===== config.mk =====
export PLATFORM = sky130hd
export DESIGN_NAME = servo_speed_limit_and_status
export DESIGN_NICKNAME = d
export VERILOG_FILES = /design/src/servo_speed_pkg.sv /design/src/speed_compare.sv /design/src/servo_speed_limit_and_status.sv
export VERILOG_INCLUDE_DIRS = /design/src
export SDC_FILE = /design/constraint.sdc
export NUM_CORES = 1
export LEC_CHECK = 0
export BUFFER_PORTS_ARGS = -buffer_cell sky130_fd_sc_hd__buf_2
export CAP_MARGIN = 20
export CORE_MARGIN = 10
export CORE_UTILIZATION = 61
export CTS_BUF_LIST = sky130_fd_sc_hd__clkbuf_4
export CTS_CLUSTER_DIAMETER = 200
export CTS_CLUSTER_SIZE = 30
export DETAILED_ROUTE_END_ITERATION = 10
export GPL_ROUTABILITY_DRIVEN = 0
export PLACE_DENSITY = 0.83
export SYNTH_ARGS = -nofsm -noshare
export SYNTH_HDL_FRONTEND = slang
export SYNTH_SLANG_ARGS = --single-unit

===== constraint.sdc =====
create_clock -name clk_in -period 17.5 [get_ports clk_in]
set_input_delay 0.875 -clock clk_in [delete_from_list [all_inputs] [get_ports clk_in]]
set_output_delay 0.875 -clock clk_in [all_outputs]
set_load 0.01 [all_outputs]

===== src/servo_speed_consts.svh =====
// Notes on behaviour
// - Accel ramp time is the time to rise from zero to 1000 RPM.
// - Decel ramp time is the time to fall from 1000 RPM to zero.
// - Common limit, 0 to 6000 RPM, default 6000, caps both directions.
// - Forward limit, 0 to 6000 RPM, default 6000, caps positive reference.
// - Reverse limit, 0 to 6000 RPM, default 6000, caps negative magnitude.
// - Each direction uses the smallest of motor maximum, common and own limit.
// - Feedforward select: 0 off, 1 internal (default); never in torque control.
// - Feedforward source: position controller output, or limited and ramped speed reference.
// - Speed control, clamp input on, magnitude within threshold: enter zero clamp.
// - While clamped, ignore reference and hold within one pulse of entry.
// - Magnitude above the clamp threshold leaves zero clamp.
// - Clamp input off means zero clamp never engages.
// - Turning flag on while filtered magnitude is at or above rotation threshold.
// - Turning flag ignores running state and control mode.
// - Match flag on while filtered speed minus reference is within threshold.
// - Match flag off when not running or not in speed control.
// - Reached flag on while filtered magnitude exceeds reached threshold.
// - Reached flag ignores running state and control mode.
// - Zero flag on while filtered magnitude is below zero threshold.
// - Zero flag ignores running state and control mode.
// - All status compares use speed filtered with a settable time constant.
`ifndef SERVO_SPEED_CONSTS_SVH
`define SERVO_SPEED_CONSTS_SVH
`define SPD_W              16
`define POS_W              32
`define FILT_FRAC          8
`define ACC_W              40
`define RAMP_SPAN_RPM      16'h03e8
`define LIMIT_DEFAULT_RPM  16'h1770
`define CLAMP_THR_DEFAULT  16'h000a
`define ROT_THR_DEFAULT    16'h0014
`define MATCH_THR_DEFAULT  16'h000a
`define REACH_THR_DEFAULT  16'h03e8
`define ZERO_THR_DEFAULT   16'h000a
`define FF_SEL_DEFAULT     1'b1
`define CLK_PERIOD_NS      4
`define RAMP_UNIT_NS       1000000
`define CYC_PER_MS         (`RAMP_UNIT_NS / `CLK_PERIOD_NS)
`endif


===== src/servo_speed_pkg.sv =====
package servo_speed_pkg;
   typedef enum logic [1:0] {
      MODE_POSITION = 2'b00,
      MODE_SPEED    = 2'b01,
      MODE_TORQUE   = 2'b11
   } ctrl_mode_e;

   typedef struct packed {
      logic signed [15:0] ramp_ref;
      logic [39:0]        ramp_acc;
      logic               clamp;
      logic signed [31:0] entry_pos;
      logic signed [23:0] filt;
      logic signed [15:0] speed_cmd;
      logic signed [15:0] ff;
      logic               turning;
      logic               match;
      logic               reached;
      logic               zero;
   } state_s;
endpackage


===== src/speed_compare.sv =====
`timescale 1ns/1ns
`default_nettype none
module speed_compare #(
   parameter int W = 16
) (
   input  wire logic [W-1:0] value_in,
   input  wire logic [W-1:0] threshold_in,
   output logic              at_or_above_out,
   output logic              above_out
);
   // Unsigned magnitudes only; callers fold the sign first
   assign at_or_above_out = (value_in >= threshold_in);
   assign above_out       = (value_in > threshold_in);
endmodule
`default_nettype wire


===== src/servo_speed_limit_and_status.sv =====
`timescale 1ns/1ns
`default_nettype none
`include "servo_speed_consts.svh"
module servo_speed_limit_and_status #(
   parameter int CYC_PER_MS = `CYC_PER_MS,
   parameter int HOLD_SPEED = 10
) (
   input  wire logic                      clk_in,
   input  wire logic                      rstn_in,
   input  wire logic signed [15:0]        speed_ref_in,
   input  wire logic [15:0]               accel_ramp_time_in,
   input  wire logic [15:0]               decel_ramp_time_in,
   input  wire logic [15:0]               common_speed_limit_in,
   input  wire logic [15:0]               forward_speed_limit_in,
   input  wire logic [15:0]               reverse_speed_limit_in,
   input  wire logic [15:0]               motor_max_speed_in,
   input  wire logic                      feedforward_select_in,
   input  wire logic [1:0]                ctrl_mode_in,
   input  wire logic                      running_in,
   input  wire logic signed [15:0]        pos_ctrl_out_in,
   input  wire logic                      zero_hold_request_in,
   input  wire logic [15:0]               clamp_speed_threshold_in,
   input  wire logic signed [31:0]        motor_pos_in,
   input  wire logic signed [15:0]        motor_speed_in,
   input  wire logic [3:0]                speed_status_filter_tc_in,
   input  wire logic [15:0]               rotation_threshold_in,
   input  wire logic [15:0]               match_threshold_in,
   input  wire logic [15:0]               reached_threshold_in,
   input  wire logic [15:0]               zero_speed_threshold_in,
   output logic signed [15:0]             speed_ref_ramped_out,
   output logic signed [15:0]             speed_cmd_out,
   output logic signed [15:0]             feedforward_out,
   output logic                           clamp_active_out,
   output logic                           motor_turning_flag_out,
   output logic                           speed_match_flag_out,
   output logic                           speed_reached_flag_out,
   output logic                           zero_speed_flag_out
);

   servo_speed_pkg::state_s q;
   servo_speed_pkg::state_s d;

   logic [15:0]        fwd_lim;
   logic [15:0]        rev_lim;
   logic signed [15:0] target;
   logic [15:0]        filt_mag;
   logic [15:0]        diff_mag;
   logic               rot_ge;
   logic               reach_gt;
   logic               zero_ge;
   logic               match_gt;

   ////////////////////////////////////////////////////////////////////////////
   // Limits and sign-keeping clamp

   function automatic logic [15:0] min3(input logic [15:0] a,
                                        input logic [15:0] b,
                                        input logic [15:0] c);
      logic [15:0] m;
      m = (a < b) ? a : b;
      return (m < c) ? m : c;
   endfunction

   function automatic logic [15:0] mag16(input logic signed [15:0] v);
      return v[15] ? 16'(-v) : 16'(v);
   endfunction

   always_comb begin
      fwd_lim = min3(motor_max_speed_in, common_speed_limit_in,
                     forward_speed_limit_in);
      rev_lim = min3(motor_max_speed_in, common_speed_limit_in,
                     reverse_speed_limit_in);
      if (!speed_ref_in[15] && (16'(speed_ref_in) > fwd_lim)) begin
         target = signed'(fwd_lim);
      end else if (speed_ref_in[15] && (mag16(speed_ref_in) > rev_lim)) begin
         target = signed'(16'(-rev_lim));
      end else begin
         target = speed_ref_in;
      end
   end

   ////////////////////////////////////////////////////////////////////////////
   // Status compares on filtered speed

   assign filt_mag = mag16(q.filt[23:8]);
   assign diff_mag = mag16(16'(q.filt[23:8] - q.ramp_ref));

   speed_compare #(.W(16)) u_rot (
      .value_in        (filt_mag),
      .threshold_in    (rotation_threshold_in),
      .at_or_above_out (rot_ge),
      .above_out       ()
   );

   speed_compare #(.W(16)) u_reach (
      .value_in        (filt_mag),
      .threshold_in    (reached_threshold_in),
      .at_or_above_out (),
      .above_out       (reach_gt)
   );

   speed_compare #(.W(16)) u_zero (
      .value_in        (filt_mag),
      .threshold_in    (zero_speed_threshold_in),
      .at_or_above_out (zero_ge),
      .above_out       ()
   );

   speed_compare #(.W(16)) u_match (
      .value_in        (diff_mag),
      .threshold_in    (match_threshold_in),
      .at_or_above_out (),
      .above_out       (match_gt)
   );

   ////////////////////////////////////////////////////////////////////////////
   // Next state

   logic               moving_up;
   logic               away_from_zero;
   logic [15:0]        ramp_ms;
   logic [39:0]        ramp_lim;
   logic [39:0]        acc_next;
   logic signed [31:0] hold_err;
   logic signed [24:0] filt_diff;

   always_comb begin
      d = q;
      // Magnitude growing uses accel time, shrinking uses decel; a zero crossing switches to accel at zero
      moving_up      = (target > q.ramp_ref);
      away_from_zero = moving_up ? !q.ramp_ref[15] : (q.ramp_ref[15] || q.ramp_ref == 16'sh0);
      ramp_ms        = away_from_zero ? accel_ramp_time_in : decel_ramp_time_in;
      ramp_lim       = 40'(ramp_ms) * 40'(CYC_PER_MS);
      acc_next       = q.ramp_acc + 40'(`RAMP_SPAN_RPM);
      if (target == q.ramp_ref) begin
         d.ramp_acc = 40'h0;
      end else if (ramp_ms == 16'h0) begin
         d.ramp_ref = target;
         d.ramp_acc = 40'h0;
      end else if (acc_next >= ramp_lim) begin
         // One RPM per (time x rate) / 1000 cycles; capped at one RPM a cycle
         d.ramp_ref = moving_up ? 16'(q.ramp_ref + 16'sh1) : 16'(q.ramp_ref - 16'sh1);
         d.ramp_acc = (ramp_lim <= 40'(`RAMP_SPAN_RPM)) ? 40'h0 : acc_next - ramp_lim;
      end else begin
         d.ramp_acc = acc_next;
      end

      // Zero clamp, judged on the ramped reference
      if (!zero_hold_request_in || ctrl_mode_in != servo_speed_pkg::MODE_SPEED) begin
         d.clamp = 1'b0;
      end else if (mag16(q.ramp_ref) <= clamp_speed_threshold_in) begin
         d.clamp = 1'b1;
         if (!q.clamp) begin
            d.entry_pos = motor_pos_in;
         end
      end else begin
         d.clamp = 1'b0;
      end

      // Bang-bang hold; dead band of one pulse either side of entry
      hold_err = d.entry_pos - motor_pos_in;
      if (!d.clamp) begin
         d.speed_cmd = q.ramp_ref;
      end else if (hold_err > 32'sh1) begin
         d.speed_cmd = 16'(HOLD_SPEED);
      end else if (hold_err < -32'sh1) begin
         d.speed_cmd = 16'(-HOLD_SPEED);
      end else begin
         d.speed_cmd = 16'sh0;
      end

      if (!feedforward_select_in || ctrl_mode_in == servo_speed_pkg::MODE_TORQUE) begin
         d.ff = 16'sh0;
      end else if (ctrl_mode_in == servo_speed_pkg::MODE_POSITION) begin
         d.ff = pos_ctrl_out_in;
      end else begin
         d.ff = q.ramp_ref;
      end

      // First order filter, time constant is 2^tc cycles
      // Sign kept on the scaled speed so a reverse speed filters downward
      filt_diff = 25'(signed'({motor_speed_in, 8'h0})) - 25'(q.filt);
      d.filt    = 24'(q.filt + 24'(filt_diff >>> speed_status_filter_tc_in));

      d.turning = rot_ge;
      d.reached = reach_gt;
      d.zero    = !zero_ge;
      d.match   = running_in && ctrl_mode_in == servo_speed_pkg::MODE_SPEED
                  && !match_gt;
   end

   always_ff @(posedge clk_in or negedge rstn_in) begin
      if (!rstn_in) begin
         q <= '0;
      end else begin
         q <= d;
      end
   end

   assign speed_ref_ramped_out   = q.ramp_ref;
   assign speed_cmd_out          = q.speed_cmd;
   assign feedforward_out        = q.ff;
   assign clamp_active_out       = q.clamp;
   assign motor_turning_flag_out = q.turning;
   assign speed_match_flag_out   = q.match;
   assign speed_reached_flag_out = q.reached;
   assign zero_speed_flag_out    = q.zero;
endmodule
`default_nettype wire


# Word-level counts from Yosys, hierarchy flattened

Index checks and enable logic that the tools add are counted.

Bits in registers: 149
Output and inout bits: 53
Word-level logic and storage cells: 91

$add $sub $neg: 13
Multiply operators: 1
Magnitude comparators: 15
Equality and inequality tests: 4
Shift operators: 1
Mux-type cells: 27
Bitwise logic cells: 1
Reduce and logical (&&, ||, !) cells: 18

Operators by type and width:

| kind                                                                     | count |
|---|---|
| 16-bit 2-to-1 mux                                                        | 17 |
| 40-bit 2-to-1 mux                                                        | 3 |
| 32-bit 2-to-1 mux                                                        | 3 |
| 16-bit > comparator                                                      | 5 |
| 16-bit negation                                                          | 5 |
| 56-bit 2-to-1 mux                                                        | 1 |
| 16-bit < comparator                                                      | 3 |
| 40-bit by 10-bit adder with 40-bit output (second input constant)        | 1 |
| 40-bit by 34-bit >= comparator with 1-bit output                         | 1 |
| 40-bit by 34-bit subtractor with 40-bit output                           | 1 |
| 34-bit by 10-bit <= comparator with 1-bit output (second input constant) | 1 |
| 16-bit >= comparator                                                     | 2 |
| 32-bit by 2-bit > comparator with 1-bit output (second input constant)   | 1 |
| 16-bit zero test                                                         | 2 |
| 32-bit by 1-bit < comparator with 1-bit output (second input constant)   | 1 |
| 32-bit subtractor                                                        | 1 |
| 16-bit by 14-bit multiplier with 30-bit output (second input constant)   | 1 |
| 25-bit by 4-bit >>> shifter with 24-bit output                           | 1 |
| 24-bit by 24-bit subtractor with 25-bit output                           | 1 |
| 24-bit adder                                                             | 1 |
| 16-bit by 2-bit adder with 16-bit output (second input constant)         | 1 |
| 16-bit == test                                                           | 1 |
| 16-bit <= comparator                                                     | 1 |
| 16-bit subtractor                                                        | 1 |
| 12 further kinds                                                         | 24 |

# Logic depth before layout (Yosys ltp)

Gate-level depths: netlist (run 1).

Depth after elaboration: 17
Gate-level depth with buffers: 85
Depth with buffers taken out: 74

# Modules after synthesis

From an unflattened synthesis (run 1), not the netlist that was laid out.

Cell total of the unflattened synthesis: 3120
Area total of the unflattened synthesis: 24921.4 µm²

Modules (own cells, without submodules):

| module                       | instances | cells an instance | area each (µm²) | seq. area each (µm²) |
|---|---|---|---|---|
| servo_speed_limit_and_status | 1         | 2884              | 23264.8         | 3653.5 |
| speed_compare                | 4         | 59                | 414.1           | 0.0 |

# Least setup slack after synthesis (run 1)

OpenSTA, ideal clock, no wires.

Kind: input port to flip-flop
From: input common_speed_limit_in[2]
To: register q[118] (netlist name)
Library setup time: 0.121 ns
Arrival: 17.853 ns
Required time: 17.379 ns
Path slack: -0.474 ns
Stages: 77
Path buffers: 12
Cell sequence: inv_1 ha_1 a21oi_1 o21ai_0 a221oi_1 o21ai_0 a21oi_1 buf_2 buf_1 clkbuf_1 o21ai_0 ha_1 a21o_1 a21o_1 a21oi_1 nor3_1 a211oi_1 o21ai_0 (+41 left out) o211ai_1 a21oi_1 o31ai_1 a21oi_1 a21oi_1 o21ai_0 xnor2_1 inv_1 ha_1 nand4_1 or4b_2 nor3b_4 a41oi_4 nor2b_4 buf_6 o41ai_4 buf_6 nor2_2

RTL lines:

| item                 | line                                | source |
|---|---|---|
| start, declared      | servo_speed_limit_and_status.sv:13  | `input wire logic [15:0] common_speed_limit_in,` |
| end signal, assigned | servo_speed_limit_and_status.sv:194 | `q <= '0;` |
| end signal, assigned | servo_speed_limit_and_status.sv:196 | `q <= d;` |
| end, declared        | servo_speed_limit_and_status.sv:40  | `servo_speed_pkg::state_s q;` |

# Worst setup path after layout (run 1)

From: input common_speed_limit_in[9]
To: register q (netlist bit speed_ref_ramped_out[15])

Cells in the longest elaborated chain, start to end: 15
Elaborated cells between the ends (all ways): 26

RTL lines:

| item                                             | line                                | source |
|---|---|---|
| 16-bit < comparator                              | servo_speed_limit_and_status.sv:60  | `m = (a < b) ? a : b;` |
| 16-bit 2-to-1 mux *                              | servo_speed_limit_and_status.sv:60  |  |
| 16-bit < comparator                              | servo_speed_limit_and_status.sv:61  | `return (m < c) ? m : c;` |
| 16-bit 2-to-1 mux                                | servo_speed_limit_and_status.sv:61  |  |
| 16-bit > comparator                              | servo_speed_limit_and_status.sv:75  | `end else if (speed_ref_in[15] && (mag16(speed_ref_in) > rev_lim)) begin` |
| 1-bit logical AND                                | servo_speed_limit_and_status.sv:75  |  |
| 16-bit 2-to-1 mux                                | servo_speed_limit_and_status.sv:75  |  |
| 16-bit 2-to-1 mux *                              | servo_speed_limit_and_status.sv:73  | `if (!speed_ref_in[15] && (16'(speed_ref_in) > fwd_lim)) begin` |
| 16-bit > comparator                              | servo_speed_limit_and_status.sv:130 | `moving_up = (target > q.ramp_ref);` |
| 1-bit 2-to-1 mux                                 | servo_speed_limit_and_status.sv:131 | `away_from_zero = moving_up ? !q.ramp_ref[15] : (q.ramp_ref[15] \|\| q.ramp_ref == 16'sh0);` |
| 16-bit 2-to-1 mux                                | servo_speed_limit_and_status.sv:132 | `ramp_ms = away_from_zero ? accel_ramp_time_in : decel_ramp_time_in;` |
| 16-bit by 14-bit multiplier with 30-bit output   | servo_speed_limit_and_status.sv:133 | `ramp_lim = 40'(ramp_ms) * 40'(CYC_PER_MS);` |
| 40-bit by 34-bit >= comparator with 1-bit output | servo_speed_limit_and_status.sv:140 | `end else if (acc_next >= ramp_lim) begin` |
| 2-bit nonzero test (no source line)              | n/a                                 |  |
| 2-bit AND reduction (no source line)             | n/a                                 |  |

Mark *: on every way between the ends. The rest lies on a longest branch, timed or not. The select of a mux whose other input is x is not followed.
A chain may end at the register's enable or synchronous reset.

==> results of run 1 <==
-- flip-flops by register name (all words and copies together) (netlist names) --
signal,cells
speed_cmd_out,16
speed_ref_ramped_out,16
zero_speed_flag_out,1
feedforward_out,16
q,93
clamp_active_out,1
speed_reached_flag_out,1
speed_match_flag_out,1
motor_turning_flag_out,1
-- area by class of cell --
class,count,area share [%]
inverters,356,4.82
multi-input cells,2554,70.9
well taps,532,2.40
clock buffers,17,0.460
clock inverters,15,0.442
diodes,3,0.0271
flip-flops and latches,146,13.2
repair buffers,387,7.77
-- synthesized netlist by cell type, types with 7 or more instances --
master	number
nor2_1	199
inv_1	355
mux2i_1	107
or3_1	19
clkbuf_1	66
and4_1	10
o2111ai_1	8
nor3b_1	7
xnor2_1	185
and3_1	28
o211ai_1	13
o21a_1	39
fa_1	54
o21ai_0	169
nand3_1	67
nor2b_1	43
a211oi_1	32
a21o_1	119
nand2b_1	35
a41oi_1	10
nor4_1	23
or2_2	11
xor2_1	72
nor3_1	62
nor2_2	30
o31ai_1	14
nand2_1	263
ha_1	418
a31oi_1	31
o21bai_1	27
or4_1	11
o41ai_1	9
nand4_1	47
buf_4	50
and2_1	20
mux2_2	26
dfrtp_1	146
a31o_2	8
a21oi_1	227
-- repair_timing --
item | CTS | global route
buffers inserted | 0 | 13
gates resized for setup | 0 | 13
endpoints found under the setup margin | 0 | 53
-- cell families after synthesis --
family | synth area share, %
simple gates | 17.6
compound gates | 19.9
buf+inv | 8.18
fa+ha+maj | 24.9
xor+xnor | 9.02
flops | 14.4
mux | 6.01
-- worst reg2reg max path: cells and delay by family, from the launching register on --
family	cells	cell delay, ps
AOI/OAI and AO/OA	17	3600
adders and majority gates	9	3420
and+or+nand+nor	7	2080
DFF	1	950
buffers and inverters	5	870
muxes	1	380
xor gates and xnor gates	1	260
-- layout by cell type (no fill, tap or decap), types with 17 or more instances in the layout --
cell type / synthesis / layout
and2_1: 20 / 19
o21ai_0: 169 / 168
inv_1: 355 / 355
a31oi_1: 31 / 30
buf_2: 5 / 318
nand4_1: 47 / 47
o21a_1: 39 / 39
nor3_1: 62 / 62
xnor2_1: 185 / 185
nand2_1: 263 / 263
xor2_1: 72 / 72
a21o_1: 119 / 119
dfrtp_1: 146 / 146
nand2b_1: 35 / 35
a211oi_1: 32 / 32
o21bai_1: 27 / 27
fa_1: 54 / 54
ha_1: 418 / 418
mux2_2: 26 / 26
or3_1: 19 / 19
clkbuf_4: 0 / 17
mux2i_1: 107 / 105
a21oi_1: 227 / 224
nand3_1: 67 / 67
nor2b_1: 43 / 43
nor2_2: 30 / 30
and3_1: 28 / 28
nor2_1: 199 / 199
nor4_1: 23 / 23
buf_4: 50 / 63
-- metrics by stage --
step | cells | cell area (sq um) | hold slack, ps
finish | 4010 | 27700 | 301
floorplan | 3187 | 25300 | 456
global route | 4009 | 27700 | 322
global placement | 3959 | 27300 | 471
detailed placement | 3959 | 27300 | 488
CTS | 3991 | 27500 | 308
-- routing by layer --
layer,global-route usage [%],share of wire [%],vias to the layer above
met2,51.7,48,1169
li1,-,-,11790
met5,0,0.016,-
met1,35.0,39,11865
met3,6.28,7.7,299
met4,15.1,5.4,2
-- worst paths after layout --
| check | startpoint | endpoint | depth (start not counted) |
|---|---|---|---|
| max | common_speed_limit_in[9] | speed_ref_ramped_out[15]$_DFFE_PN0P_ | 72 |
| min | rstn_in | q[102]$_DFF_PN0_ | 1 |
| max reg2reg | speed_ref_ramped_out[15]$_DFFE_PN0P_ | speed_ref_ramped_out[15]$_DFFE_PN0P_ | 40 |
| min reg2reg | q[74]$_DFF_PN0_ | q[74]$_DFF_PN0_ | 2 |
| max in group asynchronous | rstn_in | q[65]$_DFF_PN0_ | 2 |
| min in group clk_in | ctrl_mode_in[1] | speed_match_flag_out$_DFF_PN0_ | 2 |
==> run metrics, run 1 <==
MaxCap Viol Count=0; Iter 0 DRT Violations=2300; Max-slew headroom=34.5%; # DRC=0; CTS Buffer Depth=2; CP Capture Type=register; largest net degree at the start of global routing=93; gr ovfl total=0; sequential-to-total area share from yosys stat=14.4%; fin util=67.7%; PortBufs=319; Buf/Inv on CP=9; CTS Sinks=146; final net count=4201; Worst EP required=18030 ps; most used cell, CP=ha_1; fin crit period=16940 ps; chip width=224 um; Final Slew Violations=0; Clk Latency, worst-skew pair=630 ps; Die Y-Extent=224 um; kind of critical path=primary input to register; routed vias/inst=6.27; skew final=24.2 ps; Post-Syn Area=25300 sq um; Pre-antenna DRT Iters=8; Hold Buf Count CTS=0; Synth cell types=87; sum of negative setup slack=0 ps; initial antenna violation count=4; antenna-violating nets left=0; # IOs=320; Worst Slack Setup Final=561 ps; first-pass GRT wire length=126000 um; Sequential cell area=3650 sq um; Initial Util=61.9%; fraction of registers with async set/reset=100%; r2r setup slk=5840 ps; Mapped Nets=3926; synth top area cells=ha_1 (21%), dfrtp_1 (14%), xnor2_1 (6.4%); WL final=79300 um; fin crit share=96.8%; cell taking the most area after synthesis=ha_1; Max stage delay cell, worst path=fa_1; H-Tree Depth=4; DR WL/cell=19.8 um; delay-heaviest family, CP=compound AO/OA/AOI/OAI gates; ys flop type=dfrtp_1; FP Rows=74; number of synthesized flops with an enable pin=0; Synth top area share=20.7%; Critical Path Fanout Max=27; core area=40900 sq um; status=finished clean; Layout area overhead=9.53%; #FFs+latches synth=146; # setup viols final=0; Critical Path AT=17470 ps; worst hold path class=primary input to async pin; Vias=25125; number of CTS-inserted buffers=17; YS warnings=0; area of the multi-input gates=19700 sq um; fraction of layout cells with a size suffix above 1=15.3%; overall global routing resource usage=30.1%; Avg Cell Area, Syn=7.94 sq um; Max Fclk=59.0 MHz; vias in the first global route=25222; die area=50000 sq um; CP max stage delay=580 ps; Hold Fails Final Rpt=0; Reg clk slew, reported paths=150 ps; Place WS=-369 ps; clk root buf=clkbuf_4; post-DP HPWL=65700 um; cell count after synthesis=3187; Fillers=3351; Worst Tran Pin Value=972 ps; CTS tree=built; startpoint types=primary input
Power of run 1 is left out: the tool's default activity adds up to more than one toggle a clock period on the data nets, which glitch-free logic cannot reach.
==> inputs of run 2 (changes only) <==
Settings changed: CORE_MARGIN 10 to 2, CORE_UTILIZATION 61 to 42, PLACE_DENSITY 0.83 to default, SLEW_MARGIN from default to 20.
==> run 2 against run 1 <==
Compared with the run above: worst hold slack got worse by 250 ps; clock skew up 11 ps; sequential share of layout area decreased by 0.22 points; utilization fell by 20 points; routed wire length shrank 3.3%; highest routed layer unchanged.
==> run metrics, run 2 (synthesized netlist as in run 1, its figures left out) <==
status=finished clean (unchanged); die area=62200 sq um (was 50000 sq um); Pre-antenna DRT Iters=7 (was 8); final net count=4213 (was 4201); post-DP HPWL=64000 um (was 65700 um); vias in the first global route=22495 (was 25222); Worst Tran Pin Value=1010 ps (was 972 ps); Fillers=6011 (was 3351); worst hold path class=primary input to async pin (unchanged); most used cell, CP=ha_1 (unchanged); first-pass GRT wire length=120000 um (was 126000 um); fin crit share=93.5% (was 96.8%); # setup viols final=0 (unchanged); Die Y-Extent=249 um (was 224 um); CTS Buffer Depth=2 (unchanged); largest register by flop count=q (unchanged); initial antenna violation count=14 (was 4); # IOs=320 (unchanged); CTS tree=built (unchanged); most common cell after layout, fill and taps aside=ha_1 (unchanged); MaxCap Viol Count=0 (unchanged); CP max stage delay=570 ps (was 580 ps); Initial Util=42.6% (was 61.9%); chip width=249 um (was 224 um); Critical Path AT=16960 ps (was 17470 ps); Vias=23297 (was 25125); Critical Path Fanout Max=19 (was 27); # DRC=0 (unchanged); worst reg-to-reg path cell count=40 (unchanged); Max stage delay cell, worst path=fa_1 (unchanged); fin util=47.5% (was 67.7%); clk root buf=clkbuf_4 (unchanged); max reg flops=93 (unchanged); CTS Sinks=146 (unchanged); H-Tree Depth=4 (unchanged); Iter 0 DRT Violations=1321 (was 2300); kind of critical path=primary input to register (unchanged); core area=59400 sq um (was 40900 sq um); Max Fclk=61.1 MHz (was 59.0 MHz); CP Capture Type=register (unchanged); Clk Latency, worst-skew pair=690 ps (was 630 ps); gr ovfl total=0 (unchanged); Final Slew Violations=0 (unchanged); commonest non-fill, non-tap cells in the layout=ha_1 (418), inv_1 (355), buf_2 (318) (unchanged); fraction of layout cells with a size suffix above 1=15.6% (was 15.3%); DR WL/cell=17.9 um (was 19.8 um); fin crit period=16370 ps (was 16940 ps); overall global routing resource usage=24.1% (was 30.1%); number of CTS-inserted buffers=17 (unchanged); largest net degree at the start of global routing=64 (was 93); Reg clk slew, reported paths=160 ps (was 150 ps); Max-slew headroom=32.5% (was 34.5%); Worst EP required=18100 ps (was 18030 ps); WL final=76700 um (was 79300 um); PortBufs=319 (unchanged); Hold Fails Final Rpt=0 (unchanged); RSZ-0062 raised after global routing=no; routed vias/inst=5.45 (was 6.27); skew final=35.6 ps (was 24.2 ps); FP Rows=89 (was 74); Layout area overhead=11.4% (was 9.53%); antenna-violating nets left=0 (unchanged); startpoint types=primary input (unchanged)
[run 2: final timing paths]
kind / slack (ps) / to / from
worst max-delay path: 1130 / speed_ref_ramped_out[15]$_DFFE_PN0P_ / common_speed_limit_in[2]
min in group clk_in: 390 / speed_match_flag_out$_DFF_PN0_ / ctrl_mode_in[1]
worst max register to register: 6510 / speed_ref_ramped_out[15]$_DFFE_PN0P_ / speed_ref_ramped_out[9]$_DFFE_PN0P_
worst min register to register: 510 / q[60]$_DFF_PN0_ / q[60]$_DFF_PN0_
worst min-delay path: 50 / q[107]$_DFF_PN0_ / rstn_in
max in group asynchronous: 15540 / q[37]$_DFF_PN0_ / rstn_in
[run 2: worst max-delay path, delay by kind of cell]
kind	cells	cell delay, ps
AOI/OAI and AO/OA	34	6460
adders and majority gates	12	4160
and+or+nand+nor	9	2310
muxes	5	1520
buffers and inverters	9	1240
xor gates and xnor gates	2	380
[run 2: per-layer routing]
metal | global-route usage [%] | part of all wire, %
met1 | 30.7 | 44
met2 | 41.7 | 48
met3 | 3.82 | 5.1
met4 | 7.11 | 2.6
met5 | 0 | 0.074
[run 2: final cells by class]
cell class / instances / area, sq um / area share (%)
repair buffers: 400 / 2230 / 7.91
clock buffers: 18 / 135 / 0.479
well taps: 773 / 967 / 3.43
diodes: 13 / 32.5 / 0.115
flip-flops and latches: 146 / 3650 / 13.0
clock inverters: 13 / 174 / 0.617
inverters: 356 / 1340 / 4.74
multi-input cells: 2553 / 19700 / 69.7
[run 2: timing repair]
item,4_1_cts,5_1_grt
setup endpoints to repair,0,53
buffers inserted,0,5
resized for setup,0,9
hold buffers,0,0
[run 2: per-stage QoR]
step	setup slack, ps	instances	setup TNS (ps)	hold WS, ps	area [sq um]
after global routing	8.16	4268	0	39.9	28200
final	1130	4272	0	50.9	28200
after detailed placement	-148	4223	-4380	477	27800
after floorplan	0.322	3187	0	456	25300
after CTS	528	4254	0	18.8	28100
after global placement	57.8	4223	0	470	27800
Power of run 2 is left out for the same reason.
==> inputs of run 3 (changes only) <==
Settings changed: CTS_BUF_LIST sky130_fd_sc_hd__clkbuf_4 to default.
==> run 3 against run 2 <==
Compared with the run above: global-route usage rose by 0.12 points; final cell count barely moved; cell area rose by 1.2%; flip-flop and latch count did not move; fmax fell by 1.2%; first-iteration DRC count rose by 3.5%; largest cell class unchanged.
==> run metrics, run 3 (synthesized netlist as in run 1, its figures left out) <==
post-DP HPWL=64000 um (unchanged); max reg flops=93 (unchanged); initial antenna violation count=13 (was 14); CTS Sinks=146 (unchanged); Final Slew Violations=0 (unchanged); antenna-violating nets left=0 (unchanged); worst hold path class=primary input to async pin (unchanged); fin crit share=94.7% (was 93.5%); Critical Path Fanout Max=14 (was 19); kind of critical path=primary input to register (unchanged); largest register by flop count=q (unchanged); fin cells=4271 (was 4272); clk root buf=clkbuf_16 (was clkbuf_4); # DRC=0 (unchanged); FP Rows=89 (unchanged); WL final=76900 um (was 76700 um); worst reg-to-reg path cell count=37 (was 40); Hold Buf Count CTS=0 (unchanged); Initial Util=42.6% (unchanged); Vias=23355 (was 23297); skew final=14.6 ps (was 35.6 ps); Die Y-Extent=249 um (unchanged); fin crit period=16570 ps (was 16370 ps); Max Fclk=60.3 MHz (was 61.1 MHz); CTS Buffer Depth=2 (unchanged); CTS tree=built (unchanged); Pre-antenna DRT Iters=7 (unchanged); Max stage delay cell, worst path=or4b_2 (was fa_1); Hold Fails Final Rpt=0 (unchanged); CP max stage delay=760 ps (was 570 ps); startpoint types=primary input (unchanged); Layout area overhead=12.7% (was 11.4%); CP Capture Type=register (unchanged); delay-heaviest family, CP=compound AO/OA/AOI/OAI gates (unchanged); core area=59400 sq um (unchanged); most common cell after layout, fill and taps aside=ha_1 (unchanged); MaxCap Viol Count=0 (unchanged); Clk Latency, worst-skew pair=470 ps (was 690 ps); first-pass GRT wire length=120000 um (about the same); Critical Path AT=16910 ps (was 16960 ps); Max-slew headroom=33.2% (was 32.5%); number of instances in the placed design=4223 (unchanged); status=finished clean (unchanged); Worst Tran Pin Value=1000 ps (was 1010 ps); vias in the first global route=22529 (was 22495); most used cell, CP=ha_1 (unchanged); final net count=4216 (was 4213); # IOs=320 (unchanged); number of CTS-inserted buffers=17 (unchanged); gr ovfl total=0 (unchanged); die area=62200 sq um (unchanged); Min Hold Slack=295 ps (was 50.9 ps); fraction of layout cells with a size suffix above 1=15.8% (was 15.6%); routed vias/inst=5.47 (was 5.45); # setup viols final=0 (unchanged); Reg clk slew, reported paths=70 ps (was 160 ps); H-Tree Depth=4 (unchanged); Worst EP required=17840 ps (was 18100 ps); largest net degree at the start of global routing=64 (unchanged); chip width=249 um (unchanged); Iter 0 DRT Violations=1367 (was 1321); Buf/Inv on CP=10 (was 9); WP depth=68 (was 71); PortBufs=319 (unchanged); DR WL/cell=18.0 um (was 17.9 um); overall global routing resource usage=24.2% (was 24.1%); commonest non-fill, non-tap cells in the layout=ha_1 (418), inv_1 (355), buf_2 (318) (unchanged)
## run 3: final timing paths
kind | start | endpoint | slack (ps)
max | common_speed_limit_in[2] | q[130]$_DFF_PN0_ | 930
min | rstn_in | q[107]$_DFF_PN0_ | 300
max reg2reg | speed_ref_ramped_out[9]$_DFFE_PN0P_ | q[130]$_DFF_PN0_ | 6570
min reg2reg | q[74]$_DFF_PN0_ | q[74]$_DFF_PN0_ | 500
max in group asynchronous | rstn_in | q[37]$_DFF_PN0_ | 15300
min in group clk_in | q[74]$_DFF_PN0_ | q[74]$_DFF_PN0_ | 500
## run 3: per-layer routing
layer | vias up | share of wire [%] | global-route usage, %
met5 | - | 0.074 | 0
met4 | 8 | 2.6 | 7.26
met3 | 99 | 4.9 | 3.93
met2 | 518 | 49 | 41.9
met1 | 10923 | 44 | 30.8
li1 | 11807 | - | -
## run 3: per-stage QoR
step / setup slack [ps] / setup TNS [ps] / cell area (sq um) / utilization [%]
after floorplan: 0.322 / 0 / 25300 / -
after global placement: 57.8 / 0 / 27800 / 46.8
after detailed placement: -148 / -4380 / 27800 / 46.8
after CTS: 276 / 0 / 28400 / 47.8
after global routing: -15.0 / -35.5 / 28500 / 48.1
final: 929 / 0 / 28500 / 48.1
## run 3: timing repair
action	CTS	global route
setup buffers	0	8
gates resized for setup	0	16
endpoints found under the setup margin	0	53
## run 3: worst reg2reg max path: cells and delay by family, from the launching register on
kind                       cells  cell delay, ps
xor gates and xnor gates       2             590
AOI/OAI and AO/OA             12            2620
adders and majority gates      9            3690
muxes                          1             270
buffers and inverters          5             680
and+or+nand+nor                8            2290
DFF                            1             670
## run 3: cell type report
cell class                      instances  area, sq um
Timing Repair Buffer                  403         2260
Clock buffer                           18          429
Fill cell                            5967        30800
Inverter                              356         1340
Multi-Input combinational cell       2553        19700
Sequential cell                       146         3650
Antenna cell                            9         22.5
Tap cell                              773          967
Clock inverter                         13          174
Power of run 3 is left out for the same reason.
